### src/trim_cfg_pkg.sv
package trim_cfg_pkg;

  // Register offsets on the byte-wide register port
  localparam logic [7:0] ADDR_ZERO_CROSS_USER_TRIM = 8'h4D;
  localparam logic [7:0] ADDR_MIN_VOUT_CURRENT_LIMIT_CFG = 8'h4E;
  localparam logic [7:0] ADDR_OVERVOLTAGE_THRESHOLD_CFG = 8'h4F;
  localparam logic [7:0] ADDR_UNDERVOLTAGE_THRESHOLD_CFG = 8'h50;
  localparam logic [7:0] ADDR_THERMAL_WARNING_THRESHOLD = 8'h51;
  localparam logic [7:0] ADDR_STATUS_CLEAR_PULSE = 8'h52;
  localparam logic [7:0] ADDR_AUXILIARY_OPTIONS = 8'h53;

  // Field widths
  localparam int TRIM_W = 6;
  localparam int VMIN_W = 6;
  localparam int LEVEL_W = 3;
  localparam int THERM_W = 8;

  // Field positions
  localparam int TRIM_SIGN_BIT = 5;
  localparam int VMIN_EN_BIT = 0;
  localparam int VMIN_CODE_LSB = 1;
  localparam int CLEAR_BIT = 0;
  localparam int AUX_CURRENT_LIMIT_TRIGGER_SELECT_BIT = 1;
  localparam int AUX_SRC_SEL_BIT = 2;
  localparam int AUX_ULTRA_BIT = 3;

  // Reset values
  localparam logic [5:0] TRIM_RESET = 6'h00;
  localparam logic [5:0] VMIN_RESET = 6'h00;
  localparam logic [2:0] LEVEL_RESET = 3'h0;
  localparam logic [7:0] THERM_RESET = 8'hFF;
  localparam logic [2:0] AUX_RESET = 3'h0;

  // Special level code: clamp for over-voltage, disable for under-voltage
  localparam logic [2:0] LEVEL_SPECIAL = 3'h4;

  // Signed 50 mV steps of a level code; positive for codes 1..3
  function automatic logic signed [2:0] level_steps(input logic [2:0] code);
    logic signed [2:0] s;
    s = 3'sh0;
    if (code[2] == 1'b0) begin
      s = $signed(code);
    end else if (code != LEVEL_SPECIAL) begin
      s = -$signed({1'b0, code[1:0]});
    end
    return s;
  endfunction

endpackage
### src/clear_edge.sv
`timescale 1ns/1ps
module clear_edge (
  // Stored and incoming clear bit
  input wire logic i_old_bit,
  input wire logic i_new_bit,
  input wire logic i_write,
  // Clear request
  output logic o_clear
);

  // Only a 0 to 1 transition of the stored bit asks for a clear
  always_comb begin
    o_clear = i_write && !i_old_bit && i_new_bit;
  end

endmodule

### src/level_decode.sv
`timescale 1ns/1ps
module level_decode #(
  parameter bit NEGATE = 1'b0
) (
  // Raw fields
  input wire logic [2:0] i_level_code,
  input wire logic [5:0] i_trim_code,
  // Decoded values
  output logic signed [2:0] o_steps,
  output logic o_special,
  output logic signed [5:0] o_trim_steps
);

  // Level code into signed 50 mV steps, negated for the under-voltage sense
  always_comb begin
    o_steps = trim_cfg_pkg::level_steps(i_level_code);
    if (NEGATE) begin
      o_steps = -trim_cfg_pkg::level_steps(i_level_code);
    end
    o_special = (i_level_code == trim_cfg_pkg::LEVEL_SPECIAL);
  end

  // Trim code into signed 0.6 mV steps; sign bit set gives positive offsets
  always_comb begin
    o_trim_steps = 6'sh00;
    if (i_trim_code[trim_cfg_pkg::TRIM_SIGN_BIT]) begin
      o_trim_steps = (i_trim_code[4:0] == 5'h00) ? 6'sh01 : $signed({1'b0, i_trim_code[4:0]});
    end else begin
      o_trim_steps = -$signed({1'b0, i_trim_code[4:0]});
    end
  end

endmodule

### src/protection_trim_config_regs.sv
`timescale 1ns/1ps
// Behaviour
// (RULE_01) Zero-cross trim is six bits at 5:0, 0.6 mV steps, top two bits reserved.
// (RULE_02) Trim resets to zero; sign bit set is positive, clear is negative.
// (RULE_03) Min-vout limit threshold is five bits at 5:1, 35 mV steps from 0.215 V.
// (RULE_04) Bit 0 enables min-vout gating of per-phase limit; reset clear.
// (RULE_05) Over-voltage code: 1..3 add, 5..7 subtract 50 mV steps; 0 nominal.
// (RULE_06) Over-voltage code 4 clamps protection to a fixed 2.0 V.
// (RULE_07) Under-voltage code: 1..3 subtract, 5..7 add; code 4 disables protection.
// (RULE_08) Thermal warning threshold is eight bits, resets to all ones.
// (RULE_09) Over-current status clears only on a 0 to 1 change of clear bit.
// (RULE_10) Clear register stays writable while the configuration lock is set.
// (RULE_11) Auxiliary bit 3 enables the ultrasonic timer; reset clear.
// (RULE_12) Auxiliary bit 2 selects bus-written settings over fuse settings.
// (RULE_13) Auxiliary bit 1 selects the current-limit trigger source.
// (RULE_14) Reserved bits read zero and writes to them do nothing.
module protection_trim_config_regs (
  // Clock, reset and enable
  input wire logic i_clk,
  input wire logic i_reset,
  input wire logic i_ce,
  // Register port from the serial control interface
  input wire logic [7:0] i_addr,
  input wire logic [7:0] i_wdata,
  input wire logic i_wr_en,
  input wire logic i_rd_en,
  output logic [7:0] o_rdata,
  output logic o_rvalid,
  // Configuration lock from the lock block
  input wire logic i_lock,
  // Zero-cross detector trim
  output logic signed [5:0] o_zero_cross_trim_steps,
  // Minimum output voltage limit gate
  output logic o_min_vout_limit_gate_en,
  output logic [4:0] o_min_vout_limit_code,
  // Over- and under-voltage protection levels
  output logic signed [2:0] o_overvoltage_steps,
  output logic o_overvoltage_clamp,
  output logic signed [2:0] o_undervoltage_steps,
  output logic o_undervoltage_disable,
  // Thermal monitor warning level
  output logic [7:0] o_thermal_warning_level,
  // Over-current status clear pulse
  output logic o_overcurrent_status_clear,
  // Auxiliary options
  output logic o_ultrasonic_timer_enable,
  output logic o_settings_from_bus,
  output logic o_current_limit_trigger_select
);

  logic [5:0] trim_q, trim_d;
  logic [5:0] vmin_q, vmin_d;
  logic [2:0] ov_q, ov_d;
  logic [2:0] uv_q, uv_d;
  logic [7:0] therm_q, therm_d;
  logic clr_q, clr_d;
  logic [2:0] aux_q, aux_d;
  logic pulse_q, pulse_d;
  logic [7:0] rdata_q, rdata_d;
  logic rvalid_q, rvalid_d;
  logic signed [5:0] trim_steps_q;
  logic signed [2:0] ov_steps_q, uv_steps_q;
  logic ov_clamp_q, uv_dis_q;
  logic signed [5:0] trim_steps_c;
  logic signed [2:0] ov_steps_c, uv_steps_c;
  logic ov_clamp_c, uv_dis_c;
  logic clear_req;
  logic cfg_wr;

  // Lock shields every register except the clear register
  assign cfg_wr = i_wr_en && !i_lock;

  // Transition detect on the clear bit, lock ignored
  clear_edge u_clear_edge (
    .i_old_bit(clr_q),
    .i_new_bit(i_wdata[trim_cfg_pkg::CLEAR_BIT]),
    .i_write(i_wr_en && (i_addr == trim_cfg_pkg::ADDR_STATUS_CLEAR_PULSE)),
    .o_clear(clear_req)
  );

  // Over-voltage level decode, plus zero-cross trim decode
  level_decode #(.NEGATE(1'b0)) u_ov_decode (
    .i_level_code(ov_q),
    .i_trim_code(trim_q),
    .o_steps(ov_steps_c),
    .o_special(ov_clamp_c),
    .o_trim_steps(trim_steps_c)
  );

  // Under-voltage level decode, opposite sense
  level_decode #(.NEGATE(1'b1)) u_uv_decode (
    .i_level_code(uv_q),
    .i_trim_code(trim_q),
    .o_steps(uv_steps_c),
    .o_special(uv_dis_c),
    .o_trim_steps()
  );

  // Register writes; only defined bits are stored
  always_comb begin
    trim_d = trim_q;
    vmin_d = vmin_q;
    ov_d = ov_q;
    uv_d = uv_q;
    therm_d = therm_q;
    clr_d = clr_q;
    aux_d = aux_q;
    pulse_d = clear_req; // RULE_09
    if (cfg_wr) begin
      case (i_addr)
        trim_cfg_pkg::ADDR_ZERO_CROSS_USER_TRIM: begin
          trim_d = i_wdata[5:0]; // RULE_01 RULE_14
        end
        trim_cfg_pkg::ADDR_MIN_VOUT_CURRENT_LIMIT_CFG: begin
          vmin_d = i_wdata[5:0]; // RULE_03 RULE_04
        end
        trim_cfg_pkg::ADDR_OVERVOLTAGE_THRESHOLD_CFG: begin
          ov_d = i_wdata[2:0]; // RULE_05
        end
        trim_cfg_pkg::ADDR_UNDERVOLTAGE_THRESHOLD_CFG: begin
          uv_d = i_wdata[2:0]; // RULE_07
        end
        trim_cfg_pkg::ADDR_THERMAL_WARNING_THRESHOLD: begin
          therm_d = i_wdata; // RULE_08
        end
        trim_cfg_pkg::ADDR_AUXILIARY_OPTIONS: begin
          aux_d = i_wdata[3:1]; // RULE_11 RULE_12 RULE_13
        end
        default: begin
          aux_d = aux_q;
        end
      endcase
    end
    if (i_wr_en && (i_addr == trim_cfg_pkg::ADDR_STATUS_CLEAR_PULSE)) begin
      clr_d = i_wdata[trim_cfg_pkg::CLEAR_BIT]; // RULE_10
    end
  end

  // Read mux; reserved bits and unmapped offsets read zero
  always_comb begin
    rdata_d = rdata_q;
    rvalid_d = i_rd_en;
    if (i_rd_en) begin
      case (i_addr)
        trim_cfg_pkg::ADDR_ZERO_CROSS_USER_TRIM: rdata_d = {2'h0, trim_q}; // RULE_14
        trim_cfg_pkg::ADDR_MIN_VOUT_CURRENT_LIMIT_CFG: rdata_d = {2'h0, vmin_q};
        trim_cfg_pkg::ADDR_OVERVOLTAGE_THRESHOLD_CFG: rdata_d = {5'h00, ov_q};
        trim_cfg_pkg::ADDR_UNDERVOLTAGE_THRESHOLD_CFG: rdata_d = {5'h00, uv_q};
        trim_cfg_pkg::ADDR_THERMAL_WARNING_THRESHOLD: rdata_d = therm_q;
        trim_cfg_pkg::ADDR_STATUS_CLEAR_PULSE: rdata_d = {7'h00, clr_q};
        trim_cfg_pkg::ADDR_AUXILIARY_OPTIONS: rdata_d = {4'h0, aux_q, 1'b0};
        default: rdata_d = 8'h00;
      endcase
    end
  end

  // State registers, frozen while the clock enable is low
  always_ff @(posedge i_clk) begin
    if (i_reset) begin
      trim_q <= trim_cfg_pkg::TRIM_RESET; // RULE_02
      vmin_q <= trim_cfg_pkg::VMIN_RESET;
      ov_q <= trim_cfg_pkg::LEVEL_RESET;
      uv_q <= trim_cfg_pkg::LEVEL_RESET;
      therm_q <= trim_cfg_pkg::THERM_RESET; // RULE_08
      clr_q <= 1'b0;
      aux_q <= trim_cfg_pkg::AUX_RESET;
      pulse_q <= 1'b0;
      rdata_q <= 8'h00;
      rvalid_q <= 1'b0;
      trim_steps_q <= 6'sh00;
      ov_steps_q <= 3'sh0;
      uv_steps_q <= 3'sh0;
      ov_clamp_q <= 1'b0;
      uv_dis_q <= 1'b0;
    end else if (i_ce) begin
      trim_q <= trim_d;
      vmin_q <= vmin_d;
      ov_q <= ov_d;
      uv_q <= uv_d;
      therm_q <= therm_d;
      clr_q <= clr_d;
      aux_q <= aux_d;
      pulse_q <= pulse_d;
      rdata_q <= rdata_d;
      rvalid_q <= rvalid_d;
      trim_steps_q <= trim_steps_c; // RULE_02
      ov_steps_q <= ov_steps_c; // RULE_05
      uv_steps_q <= uv_steps_c; // RULE_07
      ov_clamp_q <= ov_clamp_c; // RULE_06
      uv_dis_q <= uv_dis_c; // RULE_07
    end
  end

  // Outputs straight from flip-flops
  assign o_rdata = rdata_q;
  assign o_rvalid = rvalid_q;
  assign o_zero_cross_trim_steps = trim_steps_q;
  assign o_min_vout_limit_gate_en = vmin_q[trim_cfg_pkg::VMIN_EN_BIT]; // RULE_04
  assign o_min_vout_limit_code = vmin_q[5:trim_cfg_pkg::VMIN_CODE_LSB]; // RULE_03
  assign o_overvoltage_steps = ov_steps_q;
  assign o_overvoltage_clamp = ov_clamp_q;
  assign o_undervoltage_steps = uv_steps_q;
  assign o_undervoltage_disable = uv_dis_q;
  assign o_thermal_warning_level = therm_q;
  assign o_overcurrent_status_clear = pulse_q;
  assign o_ultrasonic_timer_enable = aux_q[trim_cfg_pkg::AUX_ULTRA_BIT - 1]; // RULE_11
  assign o_settings_from_bus = aux_q[trim_cfg_pkg::AUX_SRC_SEL_BIT - 1]; // RULE_12
  assign o_current_limit_trigger_select = aux_q[trim_cfg_pkg::AUX_CURRENT_LIMIT_TRIGGER_SELECT_BIT - 1]; // RULE_13
endmodule

### config.mk
export PLATFORM = sky130hd
export DESIGN_NAME = protection_trim_config_regs
export DESIGN_NICKNAME = d
export VERILOG_FILES = /design/src/trim_cfg_pkg.sv /design/src/clear_edge.sv /design/src/level_decode.sv /design/src/protection_trim_config_regs.sv
export SDC_FILE = /design/constraint.sdc
export NUM_CORES = 1
export LEC_CHECK = 0
export BUFFER_PORTS_ARGS = -buffer_cell sky130_fd_sc_hd__buf_4
export CAP_MARGIN = 20
export CELL_PAD_IN_SITES_DETAIL_PLACEMENT = 0
export CELL_PAD_IN_SITES_GLOBAL_PLACEMENT = 1
export CORE_UTILIZATION = 36
export DETAILED_ROUTE_END_ITERATION = 7
export PLACE_DENSITY = 0.81
export SYNTH_ARGS = -nofsm -noshare
export SYNTH_HDL_FRONTEND = slang
export SYNTH_HIERARCHICAL = 1
export SYNTH_SLANG_ARGS = --single-unit
### constraint.sdc
create_clock -name i_clk -period 1.7 [get_ports i_clk]
set_input_delay 0.17 -clock i_clk [delete_from_list [all_inputs] [get_ports i_clk]]
set_output_delay 0.17 -clock i_clk [all_outputs]
set_load 0.1 [all_outputs]
# Yosys cells after proc, flatten, opt, wreduce, memory -nomap -nowiden

Cells that the tools add are included.

Add/subtract/negate cells: 4
Equality and inequality tests: 11
Multiplexer cells: 7
Reductions and logical operators: 15

Operator list:

| kind               | number |
|---|---|
| $eq 8x7->1 const B | 7 |
| $pmux 8 s7         | 1 |
| $reduce_and 3->1   | 6 |
| $mux 3             | 4 |
| $eq 3x3->1 const B | 2 |
| $mux 6             | 1 |
| $ne 3x3->1 const B | 2 |
| $neg 2->3          | 2 |
| $neg 5->6          | 1 |
| $logic_not 5->1    | 1 |
| $mux 5             | 1 |
| $logic_and 1x1->1  | 4 |
| $reduce_and 2->1   | 2 |
| $neg 3->3          | 1 |
| $logic_not 1->1    | 2 |

Register bits: 54
Input port bits: 22
Output and inout port bits: 41
Logic and storage cells: 52

# Logic depth before layout (Yosys ltp)

Gate-level depths: netlist (run 1).

Word-level depth: 4
Depth in mapped cells: 8
Depth with buffers taken out: 8

# Hierarchy

The synthesis (run 1) kept the hierarchy.

By module, submodules not included:

| module                      | instances | cells an instance | area each (µm²) | sequential area each (µm²) |
|---|---|---|---|---|
| protection_trim_config_regs | 1         | 234               | 2314.7          | 1081.0 |
| level_decode (u_uv_decode)  | 1         | 36                | 212.7           | 0.0 |
| level_decode (u_ov_decode)  | 1         | 29                | 186.4           | 0.0 |
| clear_edge                  | 1         | 1                 | 8.8             | 0.0 |

# Least setup slack after synthesis (run 1)

Ideal clock, no wire load.

Path type: register to register
Start point: register trim_q[0]
End point: register trim_steps_q[2], in the netlist o_zero_cross_trim_steps[2]
Library setup time: 0.128 ns
Arrival time: 1.570 ns
Required time: 1.572 ns
Setup slack: 0.003 ns
Cell stages (with the launch flop): 9
Buffers on the path: 0
Period minus slack after synthesis: 1.697 ns
Path through: dfxtp_1 > inv_1 > ha_1 > nor3b_1 > ha_1 > and2b_1 > a22o_2 > mux2i_1 > nor2_1

Word-level cells in the longest chain between the ends: 3
Elaborated cells on any way between the ends: 4

Ends and longest elaborated chain:

| what                                              | line                               | RTL |
|---|---|---|
| start: declaration                                | protection_trim_config_regs.sv:51  | `logic [5:0] trim_q, trim_d;` |
| start signal: assignment                          | protection_trim_config_regs.sv:160 | `trim_q <= trim_cfg_pkg::TRIM_RESET;` |
| start signal: assignment                          | protection_trim_config_regs.sv:176 | `trim_q <= trim_d;` |
| branches (longest 2 deep; another with $neg 5->6) | --                                 |  |
| $mux 6 *                                          | level_decode.sv:26                 | `if (i_trim_code[trim_cfg_pkg::TRIM_SIGN_BIT]) begin` |
| via trim_steps_c[2]                               | protection_trim_config_regs.sv:64  | `logic signed [5:0] trim_steps_c;` |
| end signal: assignment                            | protection_trim_config_regs.sv:186 | `trim_steps_q <= trim_steps_c;` |
| end: declaration                                  | protection_trim_config_regs.sv:61  | `logic signed [5:0] trim_steps_q;` |

Mark *: on every way through the listed nets, which the timed path passes.
A chain may end at the register's enable or synchronous reset.

# Final worst setup path (run 1)

Same ends and word-level chain as after synthesis.

==> reports/results.ini, run 1 <==
[route]
remaining_drc_errors = 0
wl_per_cell_um = 14.21
ant_nets = 0
drtPass1Iterations = 4
vias_per_cell = 4.982
drt_iter0_markers = 177
vias = 2267
wirelength_um = 6466

[critical_path]
r2r_start = trim_q[0]
timing.rr.end = o_zero_cross_trim_steps[2]
r2r_cells = 8
reg2reg_slack_ns = 0.03
worstSetupPathType = reg2reg
slowest_stage = dfxtp_2
cp_cell_sequence = inv_2 -> ha_4 -> nor3b_2 -> ha_2 -> and2b_1 -> a22o_2 -> mux2i_1 -> nor2_1
crit_fanout = 3
start_kind = register
critPathBufInv = 1
arrival_ns = 1.84
cp_top_family = simple AND/OR/NAND/NOR gates
setup.worst_path.end_class = register
slowest_delay_ns = 0.34
required_ns = 1.88

[min_path]
whs_path_depth = 2
min_from = i_wdata[6]
whs_endpoint = o_thermal_warning_level[6]
hold_class = in2reg

[place]
placed_cells = 446
gp_congestion = 0.8152
portBuffers = 62
dp_hpwl_um = 4856

[sta]
final.period_utilization = 0.9800
fmaxAchievable_mhz = 600.2
drv_slew = 0
tightest_slew_ns = 0.5325
fin_crit_ns = 1.666
rsz0062_at_grt = no
slew_headroom = 0.6450
final.setup.tns_ns = 0
hold_viol_final = 0
finClkSkew_ns = 0.005035
hold_ws_ns = 0.07899
final-setup-viol-count = 0

[cts]
clock_latency_ns = 0.30
cts_tree = yes
cts_buffer_depth = 2
cts_sinks = 54
clk_pin_slew_ns = 0.10
cts-root-buf = clkbuf_8
cts_buffers = 5
ctsHoldBuffers = 0
cts_htree_levels = 2

[die]
coreArea_um2 = 6869
ios = 63
num_rows = 30
design.die.area_um2 = 7513
initial_utilization = 0.3758
die_width_um = 86.68
die_h_um = 86.68

[power_and_ir_drop]
leakage_nw = 1.501
p_per_area_nw_per_um2 = 650.3
ir_drop_v = 0.0004141

[finish]
fin_cells = 455
mostFrequentLayoutCells = 87 x buf_4, 53 x dfxtp_1, 48 x nor2_1
layout_commonest_cell = buf_4
nNetsFinal = 384
antennaDiodeCount = 0
area_delta_synth_final_pct = 32.09
drive_above_1_share = 0.3008

[outcome]
outcome = complete, no violations

[grt]
grt_pass1_vias = 2085
overflow = 0
grt_pass1_wl_um = 10450
grt_max_degree = 52
grt_use_total = 0.1789
antenna_found_initial = 0

[flow_run]
max-cap-violations = 0

[yosys]
avgSynthCellArea_um2 = 9.352
syn-num-nets = 302
yosysWarnings = 6
synth_cells = 276
netlist_area_um2 = 2581

[stage by stage]
step	setup slack [ns]	power [W]	area (µm²)	utilization
after floorplan	0.03248	0.001407	2581	-
after global placement	-0.04753	0.001492	3286	0.4783
after detailed placement	-0.06973	0.001493	3286	0.4783
after CTS	0.01215	0.002238	3386	0.4929
after global routing	0.01103	0.002306	3410	0.4964
final	0.03400	0.002217	3410	0.4964
[routing by layer]
metal	global-route usage	vias up	part of all wire
li1	-	1149	-
met1	0.2569	1055	0.50
met2	0.2756	54	0.44
met3	0.03238	9	0.047
met4	0.04697	0	0.015
met5	0	-	0
[power by group]
group	switching, W	internal (W)	leakage [nW]
Sequential	0.00000140	0.00127	0.436
Clock	0.000426	0.000329	0.0472
Combinational	0.000120	0.0000751	1.02
Total	0.000547	0.00167	1.50
[sequential cells by signal, summed over array words and instances (netlist names), 6 cells and up]
| name | count |
|---|---|
| trim_q | 6 |
| o_thermal_warning_level | 8 |
| vmin_q | 6 |
| o_rdata | 8 |
| o_zero_cross_trim_steps | 6 |
[worst register-to-register path: stages, from the launching register on]
cell     delay (ns)
dfxtp_2        0.34
inv_2          0.08
ha_4           0.13
nor3b_2        0.17
ha_2           0.20
and2b_1        0.20
a22o_2         0.24
mux2i_1        0.13
nor2_1         0.06
[cell type report]
| cell class | count | area, µm² |
|---|---|---|
| flip-flops and latches | 54 | 1082 |
| multi-input cells | 202 | 1429 |
| well taps | 96 | 120.1 |
| fillers | 670 | 3460 |
| repair buffers | 87 | 653.1 |
| clock inverters | 2 | 12.51 |
| inverters | 8 | 30.03 |
| clock buffers | 6 | 82.58 |
[worst max path at each step]
| stage | slack, ns | from | to | cells past startpoint |
|---|---|---|---|---|
| CTS | 0.01 | trim_q[0] | o_zero_cross_trim_steps[2] | 8 |
| global route | 0.01 | trim_q[0] | o_zero_cross_trim_steps[2] | 8 |
| finish | 0.03 | trim_q[0] | o_zero_cross_trim_steps[2] | 8 |
| floorplan | 0.03 | i_addr[5] | o_thermal_warning_level[6] | 6 |
| global placement | -0.05 | trim_q[0] | o_zero_cross_trim_steps[2] | 8 |
| detailed placement | -0.07 | i_addr[5] | o_thermal_warning_level[7] | 6 |
[repair_timing]
item,4_1_cts,5_1_grt
hold endpoints to repair,0,0
setup endpoints to repair,2,2
pin swaps,0,2
setup buffers,0,1
gates resized for setup,1,6
(Power assumes the default switching activity.)
==> inputs of run 2 (changes only) <==
--- a/config.mk
+++ b/config.mk
@@ -9,9 +9,11 @@
 export CAP_MARGIN = 20
 export CELL_PAD_IN_SITES_DETAIL_PLACEMENT = 0
 export CELL_PAD_IN_SITES_GLOBAL_PLACEMENT = 1
-export CORE_UTILIZATION = 36
+export CORE_UTILIZATION = 35
 export DETAILED_ROUTE_END_ITERATION = 7
-export PLACE_DENSITY = 0.81
+export PLACE_DENSITY = 0.79
+export RECOVER_POWER = 100
+export SKIP_LAST_GASP = 1
 export SYNTH_ARGS = -nofsm -noshare
 export SYNTH_HDL_FRONTEND = slang
 export SYNTH_HIERARCHICAL = 1
==> reports/results.ini, run 2 (synthesized netlist as in run 1, its figures left out) <==
[sta]
fin_crit_ns = 1.634  ; was 1.666 ns
slew_headroom = 0.6346  ; was 0.6450
drv_slew = 0  ; unchanged
final-setup-viol-count = 0  ; unchanged
rsz0062_at_grt = yes  ; was no
finClkSkew_ns = 0.009196  ; was 0.005035 ns
fmaxAchievable_mhz = 611.9  ; was 600.2 MHz
hold_viol_final = 0  ; unchanged
final.period_utilization = 0.9614  ; was 0.9800
final.setup.tns_ns = 0  ; unchanged
tightest_slew_ns = 0.5504  ; was 0.5325 ns

[critical_path]
start_kind = register  ; unchanged
worstSetupPathType = reg2reg  ; unchanged
r2r_cells = 8  ; unchanged
crit_start = trim_q[1]  ; was trim_q[0]
setup.worst_path.end_class = register  ; unchanged
crit_fanout = 3  ; unchanged
arrival_ns = 1.81  ; was 1.84 ns
worstSetupEndpoint = o_zero_cross_trim_steps[2]  ; unchanged
timing.rr.end = o_zero_cross_trim_steps[2]  ; unchanged
reg2reg_slack_ns = 0.07  ; was 0.03 ns
required_ns = 1.87  ; was 1.88 ns
r2r_start = trim_q[1]  ; was trim_q[0]

[die]
num_rows = 30  ; unchanged
ios = 63  ; unchanged
coreArea_um2 = 6944  ; was 6869 µm²
design.die.area_um2 = 7722  ; was 7513 µm²
die_width_um = 87.88  ; was 86.68 µm
initial_utilization = 0.3717  ; was 0.3758
die_h_um = 87.88  ; was 86.68 µm

[grt]
antenna_found_initial = 0  ; unchanged
busiest_layer = met2  ; unchanged
use_met1 = 0.2326  ; was 0.2569
grt_use_met3 = 0.03299  ; was 0.03238
grt_pass1_vias = 2101  ; was 2,085
grt_use_total = 0.1723  ; was 0.1789
grt_pass1_wl_um = 10310  ; was 10,450 µm
grtUsageMet2 = 0.2840  ; was 0.2756
grt_max_degree = 52  ; unchanged
overflow = 0  ; unchanged

[flow_run]
max-cap-violations = 0  ; unchanged

[cts]
clk_pin_slew_ns = 0.09  ; was 0.10 ns
cts_buffers = 5  ; unchanged
cts_htree_levels = 2  ; unchanged
clock_latency_ns = 0.30  ; about the same
postCtsSetupBuffers = 0  ; unchanged
cts-root-buf = clkbuf_8  ; unchanged
ctsHoldBuffers = 0  ; unchanged
cts_buffer_depth = 2  ; unchanged
cts_tree = yes  ; unchanged
cts_sinks = 54  ; unchanged

[route]
wl_per_cell_um = 14.11  ; was 14.21 µm
ant_nets = 0  ; unchanged
wirelength_um = 6363  ; was 6466 µm
drt_iter0_markers = 118  ; was 177
remaining_drc_errors = 0  ; unchanged
vias = 2254  ; was 2,267
vias_per_cell = 4.998  ; was 4.982
drtPass1Iterations = 4  ; unchanged

[place]
gp_congestion = 0.7894  ; was 0.8152
dp_hpwl_um = 4754  ; was 4856 µm
portBuffers = 62  ; unchanged
dpl-instance-area_um2 = 3263  ; was 3286 µm²

[power_and_ir_drop]
leakage_nw = 1.414  ; was 1.501 nW
ir_drop_v = 0.0003360  ; was 0.0004141 V
p_per_area_nw_per_um2 = 713.3  ; was 650.3 nW/µm²

[finish]
mostFrequentLayoutCells = 52 x dfxtp_1, 48 x nor2_1, 43 x clkbuf_2  ; was 87 x buf_4, 53 x dfxtp_1, 48 x nor2_1
layout_commonest_cell = dfxtp_1  ; was buf_4
drive_above_1_share = 0.2648  ; was 0.3008
stdcell_area_um2 = 3232  ; was 3410 µm²
nNetsFinal = 380  ; was 384
area_delta_synth_final_pct = 25.21  ; was 32.09%
antennaDiodeCount = 0  ; unchanged

[outcome]
outcome = complete, no violations  ; unchanged

[min_path]
hold_class = in2reg  ; unchanged

## run 2: cell types whose count changed in the layout (fill, tap and decap cells not counted), sizes merged
cell / previous run / this run
bufinv: 0 / 1
clkinv: 1 / 0
buf: 87 / 32
clkbuf: 6 / 57
## run 2: power breakdown
group          switching (W)  leakage, nW  total, W  internal (W)
registers         0.00000168        0.436   0.00127       0.00127
logic               0.000114        0.926  0.000183     0.0000690
clock network       0.000414       0.0514  0.000854      0.000440
total               0.000530         1.41   0.00231       0.00178
## run 2: worst min path at each step
stage	from	cells past startpoint	to	slack, ns
3_3_place_gp	i_wdata[6]	2	o_thermal_warning_level[6]	0.38
2_1_floorplan	i_wdata[0]	1	o_thermal_warning_level[0]	0.29
4_1_cts	i_wdata[7]	2	o_thermal_warning_level[7]	0.07
3_5_place_dp	i_wdata[7]	2	o_thermal_warning_level[7]	0.39
5_1_grt	i_wdata[7]	2	o_thermal_warning_level[7]	0.08
6_report	i_wdata[7]	2	o_thermal_warning_level[7]	0.07
## run 2: worst max-delay path: stages (launching register included)
cell	delay [ns]
dfxtp_2	0.33
inv_2	0.07
ha_4	0.14
nor3b_4	0.17
ha_2	0.19
and2b_1	0.20
a22o_2	0.24
mux2i_1	0.13
nor2_1	0.05
## run 2: per-layer routing
metal,wire length (µm),vias up
met4,29,0
met2,2968,67
li1,-,1139
met5,0,-
met1,3080,1046
met3,284,2
## run 2: cell type report
cell class	count	area (µm²)
clock buffers	6	72.57
clock inverters	2	37.54
fillers	714	3712
inverters	8	30.03
multi-input cells	202	1399
flip-flops and latches	54	1084
well taps	96	120.1
repair buffers	83	489.2
## run 2: timing repair
action	in CTS	in global routing
resized for setup	2	7
pin swaps	0	4
endpoints found under the setup margin	1	3
endpoints found under the hold margin	0	0
## run 2: per-stage QoR
step / utilization / hold WS (ns) / setup slack [ns] / total power [W] / std cells
2_1_floorplan: - / 0.2879 / 0.03248 / 0.001407 / 276
3_3_place_gp: 0.4699 / 0.3782 / -0.02083 / 0.001491 / 443
3_5_place_dp: 0.4699 / 0.3862 / -0.05747 / 0.001492 / 443
4_1_cts: 0.4868 / 0.06945 / 0.02566 / 0.002345 / 451
5_1_grt: 0.4654 / 0.07661 / -0.03072 / 0.002397 / 451
6_report: 0.4654 / 0.07172 / 0.06569 / 0.002305 / 451
==> inputs of run 3 (changes only) <==
--- a/config.mk
+++ b/config.mk
@@ -5,13 +5,13 @@
 export SDC_FILE = /design/constraint.sdc
 export NUM_CORES = 1
 export LEC_CHECK = 0
-export BUFFER_PORTS_ARGS = -buffer_cell sky130_fd_sc_hd__buf_4
 export CAP_MARGIN = 20
 export CELL_PAD_IN_SITES_DETAIL_PLACEMENT = 0
 export CELL_PAD_IN_SITES_GLOBAL_PLACEMENT = 1
-export CORE_UTILIZATION = 35
+export CORE_UTILIZATION = 42
 export DETAILED_ROUTE_END_ITERATION = 7
-export PLACE_DENSITY = 0.79
+export DONT_BUFFER_PORTS = 1
+export PLACE_DENSITY = 0.8
 export RECOVER_POWER = 100
 export SKIP_LAST_GASP = 1
 export SYNTH_ARGS = -nofsm -noshare
==> reports/results.ini, run 3 (synthesized netlist as in run 1, its figures left out) <==
[outcome]
outcome = finished with violations  ; was complete, no violations
violations = negative hold slack

[cts]
clock_latency_ns = 0.31  ; was 0.30 ns
ctsHoldBuffers = 22  ; was 0
cts_buffers = 5  ; unchanged
cts-root-buf = clkbuf_8  ; unchanged
cts_sinks = 54  ; unchanged
clk_pin_slew_ns = 0.10  ; was 0.09 ns
cts_buffer_depth = 2  ; unchanged
cts_htree_levels = 2  ; unchanged
cts_tree = yes  ; unchanged

[finish]
antennaDiodeCount = 0  ; unchanged
area_delta_synth_final_pct = 27.82  ; was 25.21%
nFillCells = 586  ; was 714
drive_above_1_share = 0.2203  ; was 0.2648
stdcell_area_um2 = 3299  ; was 3232 µm²
layout_commonest_cell = dfxtp_1  ; unchanged
mostFrequentLayoutCells = 50 x dfxtp_1, 48 x nor2_1, 41 x clkbuf_2  ; was 52 x dfxtp_1, 48 x nor2_1, 43 x clkbuf_2
nNetsFinal = 379  ; was 380
fin_cells = 429  ; was 451

[power_and_ir_drop]
ir_drop_v = 0.0004545  ; was 0.0003360 V
leakage_nw = 1.482  ; was 1.414 nW
total_power_w = 0.002425  ; was 0.002305 W
p_per_area_nw_per_um2 = 735.0  ; was 713.3 nW/µm²
internal_power_w = 0.001932  ; was 0.001776 W
pwr-share-seq = 0.522  ; was 0.550
clkPwrFrac = 0.439  ; was 0.371
p_sw_w = 0.0004931  ; was 0.0005296 W
comb_power_share = 0.038  ; was 0.079
switching_share = 0.2033  ; was 0.2297

[route]
drtPass1Iterations = 4  ; unchanged
ant_nets = 0  ; unchanged
remaining_drc_errors = 0  ; unchanged
wirelength_um = 6496  ; was 6363 µm
vias = 2336  ; was 2,254
drt_iter0_markers = 156  ; was 118
vias_per_cell = 5.445  ; was 4.998
wl_per_cell_um = 15.14  ; was 14.11 µm

[critical_path]
setup.worst_path.end_class = register  ; unchanged
arrival_ns = 1.95  ; was 1.81 ns
start_kind = register  ; unchanged
worstSetupPathType = reg2reg  ; unchanged
required_ns = 1.96  ; was 1.87 ns
crit_fanout = 2  ; was 3

[place]
dpl-instance-area_um2 = 3042  ; was 3263 µm²
dp_hpwl_um = 4535  ; was 4754 µm
portBuffers = 0  ; was 62
post-place-ws_ns = -0.09096  ; was -0.05747 ns
gp_congestion = 0.8324  ; was 0.7894
placed_cells = 396  ; was 443

[flow_run]
max-cap-violations = 0  ; unchanged

[sta]
fin_crit_ns = 1.688  ; was 1.634 ns
slew_headroom = 0.6105  ; was 0.6346
drv_slew = 0  ; unchanged
final.period_utilization = 0.9931  ; was 0.9614
fmaxAchievable_mhz = 592.3  ; was 611.9 MHz
hold_viol_final = 28  ; was 0
final-setup-viol-count = 0  ; unchanged
setup_slack_ns = 0.01178  ; was 0.06569 ns
rsz0062_at_grt = yes  ; unchanged
hold_ws_ns = -0.08740  ; was 0.07172 ns
finClkSkew_ns = 0.008967  ; was 0.009196 ns
final.setup.tns_ns = 0  ; unchanged
tightest_slew_ns = 0.5842  ; was 0.5504 ns

[die]
initial_utilization = 0.4360  ; was 0.3717
ios = 63  ; unchanged
die_h_um = 80.40  ; was 87.88 µm
num_rows = 28  ; was 30
die_width_um = 80.40  ; was 87.88 µm
coreArea_um2 = 5921  ; was 6944 µm²
design.die.area_um2 = 6463  ; was 7722 µm²

[grt]
antenna_found_initial = 0  ; unchanged
grt_max_degree = 52  ; unchanged
overflow = 0  ; unchanged
grt_pass1_wl_um = 10720  ; was 10,310 µm
grt_pass1_vias = 2233  ; was 2,101
grt_use_total = 0.2176  ; was 0.1723

[min_path]
hold_class = in2reg  ; unchanged

run 3: cell count changes in the layout (fill, tap and decap cells not counted), sizes merged:
cell,previous run,this run
clkinvlp,1,0
bufinv,1,2
dlygate4sd3,0,20
buf,32,15
clkbuf,57,53
run 3: path summary, 6_finish.rpt:
kind	end	startpoint	slack, ns	cells past startpoint
setup / recovery	vmin_q[4]	vmin_q[4]	0.01	4
hold / removal	o_rdata[6]	i_reset	-0.09	1
setup reg to reg	vmin_q[4]	vmin_q[4]	0.01	4
hold reg to reg	o_rdata[7]	o_rdata[7]	0.45	2
run 3: power by group through the flow:
stage | combinational, W | sequential (W) | clock [W]
final | 0.0000931 | 0.00127 | 0.00107
after global routing | 0.0000991 | 0.00127 | 0.00113
after CTS | 0.000102 | 0.00127 | 0.00108
after detailed placement | 0.0000987 | 0.00130 | 0
after global placement | 0.0000984 | 0.00130 | 0
after floorplan | 0.0000892 | 0.00132 | 0
run 3: per-stage QoR:
step / utilization / hold WS [ns]
6_report: 0.5573 / -0.08740
3_5_place_dp: 0.5137 / 0.2455
3_3_place_gp: 0.5137 / 0.2440
5_1_grt: 0.5573 / -0.09936
2_1_floorplan: - / 0.2879
4_1_cts: 0.5790 / -0.09581
run 3: what timing repair did:
item,in CTS,in global routing
resized for setup,5,12
hold endpoints to repair,48,28
buffers inserted,1,4
gates cloned,0,0
setup endpoints to repair,3,9
pin swaps,2,4
run 3: routing by layer:
| metal | vias up | global-route usage | routed length [µm] | part of all wire |
|---|---|---|---|---|
| li1 | 1141 | - | - | - |
| met1 | 1120 | 0.2821 | 2918 | 0.45 |
| met2 | 68 | 0.3619 | 3112 | 0.48 |
| met3 | 7 | 0.04091 | 393 | 0.060 |
| met4 | 0 | 0.06786 | 72 | 0.011 |
| met5 | - | 0 | 0 | 0 |
run 3: worst max-delay path, stage by stage, from the launching register on:
cell and delay (ns):
dfxtp_1 0.35, clkbuf_2 0.48, mux2i_1 0.15, nor2_1 0.11, dlygate4sd3_1 0.55
run 3: cell type report:
type | count | area, µm² | share of cell area
Clock buffer | 6 | 82.58 | 0.02503
Timing Repair Buffer | 82 | 540.5 | 0.1638
Multi-Input combinational cell | 202 | 1404 | 0.4255
Inverter | 8 | 30.03 | 0.009101
Tap cell | 75 | 93.84 | 0.02844
Clock inverter | 2 | 60.06 | 0.01820
Sequential cell | 54 | 1089 | 0.3299
